$ cat src/dam_defs.vh
// constants for the auto-mute controller
`ifndef DAM_DEFS_VH
`define DAM_DEFS_VH
// register byte offsets
`define DAM_CTRL_OFS 8'h00
`define DAM_ACT_OFS 8'h04
`define DAM_RATE_OFS 8'h08
`define DAM_ENA_OFS 8'h0c
`define DAM_WAIT_OFS 8'h10
`define DAM_GAINA_OFS 8'h14
`define DAM_GAINB_OFS 8'h18
`define DAM_DCLVL_OFS 8'h1c
`define DAM_OFFS_OFS 8'h20
`define DAM_STAT_OFS 8'h24
`define DAM_EVT_OFS 8'h28
// control register bits
`define DAM_EN_BIT 0
`define DAM_SWREQ_BIT 1
`define DAM_IGNPIN_BIT 2
`define DAM_IGNSYNC_BIT 3
`define DAM_IGNIQ_BIT 4
`define DAM_IGNALM_BIT 5
`define DAM_HOLD_BIT 6
`define DAM_RELEASE_BIT 7
// event vector positions
`define DAM_EV_ERRRPT 4
`define DAM_EV_SYNC 6
`define DAM_EV_IQINV 7
`define DAM_EV_SPD 8
`define DAM_EV_IQR 9
// mute action codes
`define DAM_ACT_HARD 2'h0
`define DAM_ACT_HOLD 2'h1
`define DAM_ACT_SOFTIQ 2'h2
`define DAM_ACT_SOFT 2'h3
// reset values
`define DAM_GAIN_RST 12'h800
`define DAM_ACT_RST 8'hff
`define DAM_RATE_RST 16'h0000
`define DAM_WAIT_RST 16'h0000
// timing: wait unit in clocks and gain step per rate interval
`define DAM_WAIT_UNIT 8
`define DAM_GAIN_STEP 12'h040
// ramp interval in clocks per rate code
`define DAM_RATE_0 16'd8
`define DAM_RATE_1 16'd16
`define DAM_RATE_2 16'd32
`define DAM_RATE_3 16'd64
`define DAM_RATE_4 16'd128
`define DAM_RATE_5 16'd256
`define DAM_RATE_6 16'd512
`define DAM_RATE_7 16'd1024
`define DAM_RATE_8 16'd2048
`define DAM_RATE_9 16'd2731
`define DAM_RATE_A 16'd4096
`define DAM_RATE_B 16'd5461
`define DAM_RATE_C 16'd8192
`define DAM_RATE_D 16'd10915
`define DAM_RATE_E 16'd16384
`define DAM_RATE_F 16'd32768
`endif

$ cat src/dam_ramp_timer.v
// ramp interval timer: one tick per mute-rate interval
`timescale 1ns/1ns
`include "dam_defs.vh"
module dam_ramp_timer #(
    parameter RATE_SHIFT = 0
) (
    // clock and reset
    input wire sys_clk,
    input wire reset,
    input wire ce,
    // control
    input wire run,
    input wire [3:0] rateCode,
    // tick
    output reg tick
);
reg [15:0] count_r;

// interval length in clocks for a rate code
function [15:0] rateLen;
    input [3:0] code;
    begin
        case (code)
            4'h0: rateLen = `DAM_RATE_0;
            4'h1: rateLen = `DAM_RATE_1;
            4'h2: rateLen = `DAM_RATE_2;
            4'h3: rateLen = `DAM_RATE_3;
            4'h4: rateLen = `DAM_RATE_4;
            4'h5: rateLen = `DAM_RATE_5;
            4'h6: rateLen = `DAM_RATE_6;
            4'h7: rateLen = `DAM_RATE_7;
            4'h8: rateLen = `DAM_RATE_8;
            4'h9: rateLen = `DAM_RATE_9;
            4'ha: rateLen = `DAM_RATE_A;
            4'hb: rateLen = `DAM_RATE_B;
            4'hc: rateLen = `DAM_RATE_C;
            4'hd: rateLen = `DAM_RATE_D;
            4'he: rateLen = `DAM_RATE_E;
            default: rateLen = `DAM_RATE_F;
        endcase
        rateLen = rateLen >> RATE_SHIFT;
        if (rateLen == 16'h0000) begin
            rateLen = 16'h0001;
        end
    end
endfunction

always @(posedge sys_clk) begin
    if (reset) begin
        count_r <= 16'h0000;
        tick <= 1'b0;
    end else if (ce) begin
        tick <= 1'b0;
        if (!run) begin
            count_r <= 16'h0000;
        end else if (count_r >= rateLen(rateCode) - 16'h0001) begin
            count_r <= 16'h0000;
            tick <= 1'b1;
        end else begin
            count_r <= count_r + 16'h0001;
        end
    end
end
endmodule // dam_ramp_timer

$ cat src/dam_auto_mute.v
// auto-mute controller with apb registers and gain ramp
// What this block does
// - enabled event in idle starts muting to zero
// - wait state keeps both gains at zero
// - wait lasts (count plus one) times eight
// - non-alarm demute only after event gone, wait elapsed
// - demute ramps gains up at rate
// - new event in demute remutes from present gains
// - idle once both gains reach initial values
// - works only while enable bit set
// - direct: software request and transmit pin
// - ten alarm events, each individually enabled
// - sync busy event stands while capture busy
// - four categories, event may join several
// - data category defaults, ignore bits remove events
// - incident events each gated by own enable
// - software request stays until written zero
// - alarm mute waits for alarm release write
// - ignore-all-alarms blocks alarm mutes, still reported
// - priority direct, alarm, data, incident
// - per-category action: hard, hold, soft+iq, soft
// - iq reset actions feed default dc levels
// - hard mute zeroes gains within one clock
// - hold freezes output, needs hold-data bit
// - soft ramps down; plain soft passes samples
// - offsets added after gain, kept when muted
// - per-category four-bit rate, 8 to 32768 clocks
`timescale 1ns/1ns
`include "dam_defs.vh"
module dam_auto_mute #(
    parameter RATE_SHIFT = 0,
    parameter WAIT_UNIT = `DAM_WAIT_UNIT
) (
    // clock, reset, enable
    input wire sys_clk,
    input wire reset,
    input wire ce,
    // apb slave
    input wire psel,
    input wire penable,
    input wire pwrite,
    input wire [7:0] paddr,
    input wire [31:0] pwdata,
    output reg [31:0] prdata,
    output reg pready,
    output reg pslverr,
    // mute event inputs
    input wire transmitEnablePin,
    input wire [9:0] muteEvents,
    // sample path
    input wire [15:0] iSampleIn,
    input wire [15:0] qSampleIn,
    output reg [15:0] chanAOut,
    output reg [15:0] chanBOut,
    // status
    output reg [11:0] gainAOut,
    output reg [11:0] gainBOut,
    output reg muteActive
);
localparam [3:0] ST_IDLE = 4'h1;
localparam [3:0] ST_MUTE = 4'h2;
localparam [3:0] ST_WAIT = 4'h4;
localparam [3:0] ST_DEMUTE = 4'h8;
// one-hot categories
localparam [3:0] CAT_DIRECT = 4'h1;
localparam [3:0] CAT_ALARM = 4'h2;
localparam [3:0] CAT_DATA = 4'h4;
localparam [3:0] CAT_INCIDENT = 4'h8;

reg [7:0] ctrl_r;
reg [7:0] actions_r;
reg [15:0] rates_r;
reg [12:0] enables_r;
reg [15:0] waitCount_r;
reg [11:0] gainInitA_r;
reg [11:0] gainInitB_r;
reg [31:0] dcLevels_r;
reg [31:0] offsets_r;
reg releaseFlag_r;
reg [3:0] state_r;
reg [3:0] state_nxt;
reg [3:0] cat_r;
reg [1:0] action_r;
reg [3:0] rate_r;
reg [11:0] gainA_r;
reg [11:0] gainB_r;
reg [19:0] waitLeft_r;
reg holdIq_r;
reg holdOut_r;
reg [15:0] heldA_r;
reg [15:0] heldB_r;
wire rampTick;
wire wrEn;
wire setupRd;

//////////////////////////////////////////////////////////////////////
// helpers

function [1:0] actOf;
    input [7:0] acts;
    input [3:0] cat;
    begin
        if (cat[0]) begin
            actOf = acts[1:0];
        end else if (cat[1]) begin
            actOf = acts[3:2];
        end else if (cat[2]) begin
            actOf = acts[5:4];
        end else begin
            actOf = acts[7:6];
        end
    end
endfunction

function [3:0] rateOf;
    input [15:0] rates;
    input [3:0] cat;
    begin
        if (cat[0]) begin
            rateOf = rates[3:0];
        end else if (cat[1]) begin
            rateOf = rates[7:4];
        end else if (cat[2]) begin
            rateOf = rates[11:8];
        end else begin
            rateOf = rates[15:12];
        end
    end
endfunction

// gain times sample, then offset
function [15:0] scaleOut;
    input [15:0] d;
    input [11:0] g;
    input [15:0] o;
    reg signed [28:0] p;
    begin
        p = $signed(d) * $signed({1'b0, g});
        scaleOut = p[27:12] + o;
    end
endfunction

function [11:0] stepDown;
    input [11:0] g;
    begin
        if (g > `DAM_GAIN_STEP) begin
            stepDown = g - `DAM_GAIN_STEP;
        end else begin
            stepDown = 12'h000;
        end
    end
endfunction

function [11:0] stepUp;
    input [11:0] g;
    input [11:0] target;
    begin
        if (g >= target) begin
            stepUp = target;
        end else if (target - g > `DAM_GAIN_STEP) begin
            stepUp = g + `DAM_GAIN_STEP;
        end else begin
            stepUp = target;
        end
    end
endfunction

//////////////////////////////////////////////////////////////////////
// event sorting

wire muteOn = ctrl_r[`DAM_EN_BIT];
wire pinReq = transmitEnablePin & ~ctrl_r[`DAM_IGNPIN_BIT];
wire directEv = ctrl_r[`DAM_SWREQ_BIT] | pinReq;
wire [9:0] alarmVec = muteEvents & enables_r[9:0];
wire alarmEv = (|alarmVec) & ~ctrl_r[`DAM_IGNALM_BIT];
// sync busy is a level for the whole capture
wire syncEv = muteEvents[`DAM_EV_SYNC] & ~ctrl_r[`DAM_IGNSYNC_BIT];
wire iqEv = muteEvents[`DAM_EV_IQINV] & ~ctrl_r[`DAM_IGNIQ_BIT];
wire dataEv = muteEvents[`DAM_EV_ERRRPT] | syncEv | iqEv;
wire incEv = (muteEvents[`DAM_EV_ERRRPT] & enables_r[10]) |
    (muteEvents[`DAM_EV_SPD] & enables_r[11]) |
    (muteEvents[`DAM_EV_IQR] & enables_r[12]);
wire [3:0] rawCats = {incEv, dataEv, alarmEv, directEv};
reg [3:0] liveCats;
reg [3:0] pickCat;
integer k;

// hold action without hold-data bit is disregarded
always @* begin
    liveCats = 4'h0;
    for (k = 0; k < 4; k = k + 1) begin
        liveCats[k] = rawCats[k] & muteOn &
            ~(actions_r[2*k +: 2] == `DAM_ACT_HOLD &
            ~ctrl_r[`DAM_HOLD_BIT]);
    end
end

always @* begin
    if (liveCats[0]) begin
        pickCat = CAT_DIRECT;
    end else if (liveCats[1]) begin
        pickCat = CAT_ALARM;
    end else if (liveCats[2]) begin
        pickCat = CAT_DATA;
    end else begin
        pickCat = liveCats[3] ? CAT_INCIDENT : 4'h0;
    end
end

wire anyEv = |liveCats;
wire [1:0] pickAct = actOf(actions_r, pickCat);
wire [3:0] pickRate = rateOf(rates_r, pickCat);
wire catGone = ~|(liveCats & cat_r);
wire [19:0] waitLoad = ({4'h0, waitCount_r} + 20'h00001) * WAIT_UNIT[19:0] - 20'h00001;

//////////////////////////////////////////////////////////////////////
// ramp timer

dam_ramp_timer #(
    .RATE_SHIFT(RATE_SHIFT)
) rampTimer (
    .sys_clk(sys_clk),
    .reset(reset),
    .ce(ce),
    .run(state_r[1] | state_r[3]),
    .rateCode(rate_r),
    .tick(rampTick)
);

//////////////////////////////////////////////////////////////////////
// state machine

always @* begin
    state_nxt = state_r;
    case (state_r)
        ST_IDLE: begin
            if (anyEv) begin
                state_nxt = ST_MUTE;
            end
        end
        ST_MUTE: begin
            if (gainA_r == 12'h000 && gainB_r == 12'h000) begin
                state_nxt = ST_WAIT;
            end
        end
        ST_WAIT: begin
            if (cat_r == CAT_ALARM) begin
                if (releaseFlag_r) begin
                    state_nxt = ST_DEMUTE;
                end
            end else if (catGone && waitLeft_r == 20'h00000) begin
                state_nxt = ST_DEMUTE;
            end
        end
        ST_DEMUTE: begin
            if (anyEv) begin
                state_nxt = ST_MUTE;
            end else if (gainA_r == gainInitA_r && gainB_r == gainInitB_r) begin
                state_nxt = ST_IDLE;
            end
        end
        default: state_nxt = ST_IDLE;
    endcase
    if (!muteOn) begin
        state_nxt = ST_IDLE;
    end
end

always @(posedge sys_clk) begin
    if (reset) begin
        state_r <= ST_IDLE;
        cat_r <= 4'h0;
        action_r <= `DAM_ACT_SOFT;
        rate_r <= 4'h0;
        gainA_r <= `DAM_GAIN_RST;
        gainB_r <= `DAM_GAIN_RST;
        waitLeft_r <= 20'h00000;
        holdIq_r <= 1'b0;
        holdOut_r <= 1'b0;
    end else if (ce) begin
        state_r <= state_nxt;
        if (state_nxt == ST_MUTE && !state_r[1]) begin
            cat_r <= pickCat;
            action_r <= pickAct;
            rate_r <= pickRate;
            holdIq_r <= pickAct != `DAM_ACT_SOFT;
            holdOut_r <= pickAct == `DAM_ACT_HOLD;
            if (pickAct == `DAM_ACT_HARD) begin
                gainA_r <= 12'h000;
                gainB_r <= 12'h000;
            end
        end else if (state_nxt == ST_IDLE) begin
            gainA_r <= gainInitA_r;
            gainB_r <= gainInitB_r;
            holdIq_r <= 1'b0;
            holdOut_r <= 1'b0;
        end else if (state_r[1] && rampTick) begin
            gainA_r <= stepDown(gainA_r);
            gainB_r <= stepDown(gainB_r);
        end else if (state_r[2]) begin
            gainA_r <= 12'h000;
            gainB_r <= 12'h000;
        end else if (state_r[3] && rampTick) begin
            gainA_r <= stepUp(gainA_r, gainInitA_r);
            gainB_r <= stepUp(gainB_r, gainInitB_r);
        end
        if (state_nxt == ST_DEMUTE) begin
            holdIq_r <= 1'b0;
            holdOut_r <= 1'b0;
        end
        if (state_nxt == ST_WAIT && !state_r[2]) begin
            waitLeft_r <= waitLoad;
        end else if (state_r[2] && waitLeft_r != 20'h00000) begin
            waitLeft_r <= waitLeft_r - 20'h00001;
        end
    end
end

//////////////////////////////////////////////////////////////////////
// sample path and outputs

wire [15:0] pathI = holdIq_r ? dcLevels_r[15:0] : iSampleIn;
wire [15:0] pathQ = holdIq_r ? dcLevels_r[31:16] : qSampleIn;

always @(posedge sys_clk) begin
    if (reset) begin
        chanAOut <= 16'h0000;
        chanBOut <= 16'h0000;
        heldA_r <= 16'h0000;
        heldB_r <= 16'h0000;
        gainAOut <= `DAM_GAIN_RST;
        gainBOut <= `DAM_GAIN_RST;
        muteActive <= 1'b0;
    end else if (ce) begin
        if (holdOut_r) begin
            chanAOut <= heldA_r;
            chanBOut <= heldB_r;
        end else begin
            chanAOut <= scaleOut(pathI, gainA_r, offsets_r[15:0]);
            chanBOut <= scaleOut(pathQ, gainB_r, offsets_r[31:16]);
            heldA_r <= scaleOut(pathI, gainA_r, offsets_r[15:0]);
            heldB_r <= scaleOut(pathQ, gainB_r, offsets_r[31:16]);
        end
        gainAOut <= gainA_r;
        gainBOut <= gainB_r;
        muteActive <= ~state_r[0];
    end
end

//////////////////////////////////////////////////////////////////////
// apb registers

assign wrEn = psel & penable & pready & pwrite;
assign setupRd = psel & ~penable & ~pready;

function knownAddr;
    input [7:0] a;
    begin
        knownAddr = (a <= `DAM_EVT_OFS) && (a[1:0] == 2'h0);
    end
endfunction

reg [31:0] rdMux;
always @* begin
    rdMux = 32'h00000000;
    if (paddr == `DAM_CTRL_OFS) begin
        rdMux = {24'h000000, 1'b0, ctrl_r[6:0]};
    end else if (paddr == `DAM_ACT_OFS) begin
        rdMux = {24'h000000, actions_r};
    end else if (paddr == `DAM_RATE_OFS) begin
        rdMux = {16'h0000, rates_r};
    end else if (paddr == `DAM_ENA_OFS) begin
        rdMux = {19'h00000, enables_r};
    end else if (paddr == `DAM_WAIT_OFS) begin
        rdMux = {16'h0000, waitCount_r};
    end else if (paddr == `DAM_GAINA_OFS) begin
        rdMux = {20'h00000, gainInitA_r};
    end else if (paddr == `DAM_GAINB_OFS) begin
        rdMux = {20'h00000, gainInitB_r};
    end else if (paddr == `DAM_DCLVL_OFS) begin
        rdMux = dcLevels_r;
    end else if (paddr == `DAM_OFFS_OFS) begin
        rdMux = offsets_r;
    end else if (paddr == `DAM_STAT_OFS) begin
        rdMux = {gainB_r, gainA_r, cat_r, state_r};
    end else if (paddr == `DAM_EVT_OFS) begin
        rdMux = {21'h000000, transmitEnablePin, muteEvents};
    end
end

always @(posedge sys_clk) begin
    if (reset) begin
        pready <= 1'b0;
        pslverr <= 1'b0;
        prdata <= 32'h00000000;
        ctrl_r <= 8'h00;
        actions_r <= `DAM_ACT_RST;
        rates_r <= `DAM_RATE_RST;
        enables_r <= 13'h0000;
        waitCount_r <= `DAM_WAIT_RST;
        gainInitA_r <= `DAM_GAIN_RST;
        gainInitB_r <= `DAM_GAIN_RST;
        dcLevels_r <= 32'h00000000;
        offsets_r <= 32'h00000000;
        releaseFlag_r <= 1'b0;
    end else if (ce) begin
        pready <= setupRd;
        if (setupRd) begin
            prdata <= rdMux;
            pslverr <= ~knownAddr(paddr);
        end else begin
            pslverr <= 1'b0;
        end
        if (state_r[0]) begin
            releaseFlag_r <= 1'b0;
        end
        if (wrEn && paddr == `DAM_CTRL_OFS) begin
            ctrl_r <= {1'b0, pwdata[6:0]};
            if (pwdata[`DAM_RELEASE_BIT]) begin
                releaseFlag_r <= 1'b1;
            end
        end else if (wrEn && paddr == `DAM_ACT_OFS) begin
            actions_r <= pwdata[7:0];
        end else if (wrEn && paddr == `DAM_RATE_OFS) begin
            rates_r <= pwdata[15:0];
        end else if (wrEn && paddr == `DAM_ENA_OFS) begin
            enables_r <= pwdata[12:0];
        end else if (wrEn && paddr == `DAM_WAIT_OFS) begin
            waitCount_r <= pwdata[15:0];
        end else if (wrEn && paddr == `DAM_GAINA_OFS) begin
            gainInitA_r <= pwdata[11:0];
        end else if (wrEn && paddr == `DAM_GAINB_OFS) begin
            gainInitB_r <= pwdata[11:0];
        end else if (wrEn && paddr == `DAM_DCLVL_OFS) begin
            dcLevels_r <= pwdata;
        end else if (wrEn && paddr == `DAM_OFFS_OFS) begin
            offsets_r <= pwdata;
        end
    end
end
endmodule // dam_auto_mute

$ cat config.mk
export PLATFORM = sky130hd
export DESIGN_NAME = dam_auto_mute
export DESIGN_NICKNAME = d
export VERILOG_FILES = /design/src/dam_ramp_timer.v /design/src/dam_auto_mute.v
export VERILOG_INCLUDE_DIRS = /design/src /design/src/src
export SDC_FILE = /design/constraint.sdc
export NUM_CORES = 2
export LEC_CHECK = 0
export BUFFER_PORTS_ARGS = -buffer_cell sky130_fd_sc_hd__buf_4
export CAP_MARGIN = 20
export CORE_AREA = 2 2 218 241
export DETAILED_ROUTE_END_ITERATION = 7
export DIE_AREA = 0 0 220 243
export GPL_ROUTABILITY_DRIVEN = 0
export PLACE_DENSITY_LB_ADDON = 0.12
export SLEW_MARGIN = 20
export SYNTH_ARGS = -nofsm -noshare
export SYNTH_HDL_FRONTEND = slang
export SYNTH_SLANG_ARGS = --single-unit
$ cat constraint.sdc
create_clock -name sys_clk -period 11.7 [get_ports sys_clk]
set_clock_uncertainty 0.15 [all_clocks]
set_input_delay 2.34 -clock sys_clk [delete_from_list [all_inputs] [get_ports sys_clk]]
set_output_delay 2.34 -clock sys_clk [all_outputs]
set_load 0.02 [all_outputs]
==> key figures <==
Status
  • Status: finished, violations left
  • Failing checks: design-rule violations

Setup path
  • Crit path kind: in2reg
  • Reg2reg setup slack: 2.59 ns
  • Crit start category: primary input
  • Worst EP required: 12.04 ns
  • CP endpoint kind: flop
  • CP max-delay cell: o41ai_1
  • CP most frequent cell: fa_1
  • R2r startpoint: holdIq_r
  • Max FO, Critical Path: 12
  • Crit path largest cell delay: 0.60 ns
  • Worst r2r path cells: 31
  • Arrival @ worst endpoint: 10.15 ns
  • Reg2reg end: heldA_r[15]

STA
  • Min Tclk post-route: 9.81 ns
  • Slew headroom: 0.289
  • Final Hold Viols: 0
  • Final worst slack: 1.89 ns
  • Final period util: 0.838
  • Achievable Freq: 102 MHz
  • Fin. max-slew vios: 0
  • RSZ-0062 raised after global routing: false
  • Worst Tran Pin Value: 1.06 ns
  • Final setup violation count: 0
  • Total negative slack: 0 ns

Clock network
  • Num CTS Buffers: 38
  • CTS Hold Bufs: 0
  • CTS tree: built
  • Post-CTS Setup Bufs: 0
  • Clk root buf: clkbuf_16
  • CTS Sinks: 331
  • Cts repair resizes: 0
  • H-tree Lvls: 2
  • Later-pin clock latency in the skew report: 0.60 ns
  • Clk slew on worst S/H paths: 0.06 ns
  • Clock buffer depth: 3

GRT
  • Met2 Track Usage GR: 0.602
  • First-pass GRT wire length: 160 mm
  • Largest net degree at the start of global routing: 96
  • Vias in the first global route: 28,900
  • Global Route met3 Usage: 0.0787
  • GRT Total Usage: 0.385
  • Grt total ovfl: 0
  • GR met1 Demand/Resource: 0.483
  • Initial antenna violation count: 2
  • Most Crowded Layer GR: met2

Hold path
  • Min-Delay Endpoint: waitLeft_r[17]
  • Min-delay worst type: reg2reg
  • Worst Hold Launch: waitLeft_r[17]
  • Hold path depth: 2

Die
  • Initial Util: 0.634
  • DIE HEIGHT: 243 um
  • Core area: 50,900 um^2
  • Die X: 220 um
  • IO Count: 180
  • Die area: 53,500 um^2
  • # rows: 87

Power
  • Leak: 15.9 nW
  • Maximum vdd drop: 289 uV
  • Power per cell area: 90.4 nW/um^2

Drt
  • Total wire length: 102 mm
  • WL/cell: 21.4 um
  • Via count: 29,600
  • TritonRoute pass-1 iters: 8
  • Avg Vias per Cell: 6.20
  • Initial DRC Count: 3,043
  • Remaining antenna violation count: 0
  • Drc violations: 1

Placed design
  • HPWL after DPL: 76.5 mm
  • IO Port Bufs: 179
  • Place WS: 1.43 ns
  • Cell area after placement: 34,000 um^2

Cells and area
  • Multi-input logic area: 22,900 um^2
  • Final Core Density: 0.694
  • P&R area growth vs syn: 9.52%
  • Fillers: 4,322
  • Reg area: 6630 um^2
  • Nets@finish: 4,722
  • Layout cells sized above 1: 0.0899
  • Finished Cell Area: 35,400 um^2

Synth
  • Yosys top cell area share: 0.217
  • Synth Register Bits: 331
  • Synth unique cells: 89
  • EDFF count, synth: 0
  • Syn. warnings: 0
  • Synthesized area per cell: 8.03 um^2
  • Async S/R FF share, synth: 0
  • Top post-synthesis cells by area: fa_1, dfxtp_1, ha_1
  • Post-synthesis instance total: 4,018
  • Sequential fraction of the synthesis area: 0.205
  • Yosys top cell by area: fa_1
  • Post-Syn Area: 32,300 um^2
  • Syn Nets: 4,663
  • Prevailing post-synth register cell: dfxtp_1

Job
  • Max-Cap Viols: 0
-- per-stage QoR --
step | cells | hold slack, ns | power (mW)
finish | 4771 | 0.300 | 3.20
global route | 4770 | 0.330 | 3.34
CTS | 4769 | 0.302 | 3.19
detailed placement | 4703 | 0.294 | 1.94
global placement | 4703 | 0.290 | 1.94
floorplan | 4018 | 0.277 | 1.72
-- worst max path at each step --
| stage | start | endpoint | cells past startpoint |
|---|---|---|---|
| after global placement | qSampleIn[9] | heldB_r[15] | 29 |
| after detailed placement | qSampleIn[9] | heldB_r[15] | 30 |
| after floorplan | qSampleIn[7] | heldB_r[15] | 29 |
| after CTS | qSampleIn[9] | heldB_r[15] | 30 |
| after global routing | qSampleIn[9] | heldB_r[15] | 29 |
| final | qSampleIn[9] | heldB_r[15] | 30 |
-- cells in the mapped netlist (all sizes together), types with 16 or more instances --
cell type  number
a211oi         17
a21o           32
a21oi         300
a222oi         29
a22oi          31
a31oi          22
and2           77
and3           25
buf            28
clkbuf        179
dfxtp         331
fa            350
ha            206
inv           518
mux2           32
mux2i          77
nand2         675
nand2b         17
nand3          80
nand4          24
nor2          361
nor2b          16
nor3           75
nor4           24
o211ai         36
o21a           18
o21ai          99
or3            17
xnor2          69
xor2           44
-- worst max-delay path: cells and delay by family --
| kind | cells | cell delay, ns |
|---|---|---|
| AO/OA/AOI/OAI | 9 | 2.69 |
| XOR/XNOR | 2 | 0.36 |
| adder cells (fa/ha/maj) | 7 | 3.13 |
| buffers and inverters | 5 | 0.32 |
| multiplexers | 1 | 0.37 |
| AND/OR/NAND/NOR | 6 | 0.94 |
-- layout by cell type, fill, tap and decap left out, drive strengths merged, types with 24 or more instances in the layout --
cell    instances
a21o           32
nor3           75
and3           25
a22oi          31
xnor2          69
nor2          361
buf           226
nand3          80
nor4           24
a222oi         29
nand4          24
fa            350
clkbuf         51
inv           521
and2           77
a21oi         300
dfxtp         331
nand2         675
o21ai          99
mux2i          77
mux2           32
xor2           44
ha            206
o211ai         36
-- registers in the layout, indices dropped and copies added, names as in the netlist, 4 cells and up, named ones only --
name               flops
dcLevels_r            32
offsets_r             32
prdata                32
waitLeft_r            20
heldA_r               16
heldB_r               16
rampTimer.count_r     16
rates_r               16
waitCount_r           16
enables_r             13
gainAOut              12
gainA_r               12
gainBOut              12
gainB_r               12
gainInitA_r           12
gainInitB_r           12
actions_r              8
ctrl_r                 7
cat_r                  4
rate_r                 4
state_r                4
-- kinds of logic (layout without fill, tap and decap cells) --
logic type               after synthesis  count (layout)  share of synthesized area
AO/OA/AOI/OAI                        729             729                      0.147
XOR/XNOR                             115             115                     0.0321
adder cells (fa/ha/maj)              556             556                      0.297
buffers and inverters                732             817                     0.0859
flip-flops                           331             331                      0.205
multiplexers                         109             109                     0.0353
other                                  0               1                          0
AND/OR/NAND/NOR                     1446            1446                      0.197
-- layer usage --
layer  routed length, um  vias to the layer above
met1               38000                    14200
met5                  13                        -
met2               46200                     1586
met4                7700                        2
met3               10100                      434
li1                    -                    13400
-- power breakdown --
part | internal, mW | total (mW) | leakage, nW | switching [mW]
Clock | 0.727 | 1.25 | 0.636 | 0.527
Combinational | 0.291 | 0.753 | 12.6 | 0.462
Sequential | 1.16 | 1.19 | 2.67 | 0.0306
-- cell type report --
| class | count | area share |
|---|---|---|
| clock buffers | 51 | 0.0308 |
| well taps | 667 | 0.0236 |
| clock inverters | 15 | 0.00580 |
| multi-input cells | 2955 | 0.648 |
| inverters | 525 | 0.0557 |
| repair buffers | 226 | 0.0481 |
| flip-flops and latches | 331 | 0.187 |
| diodes | 1 | 0.0000708 |
(Power assumes the default switching activity.)
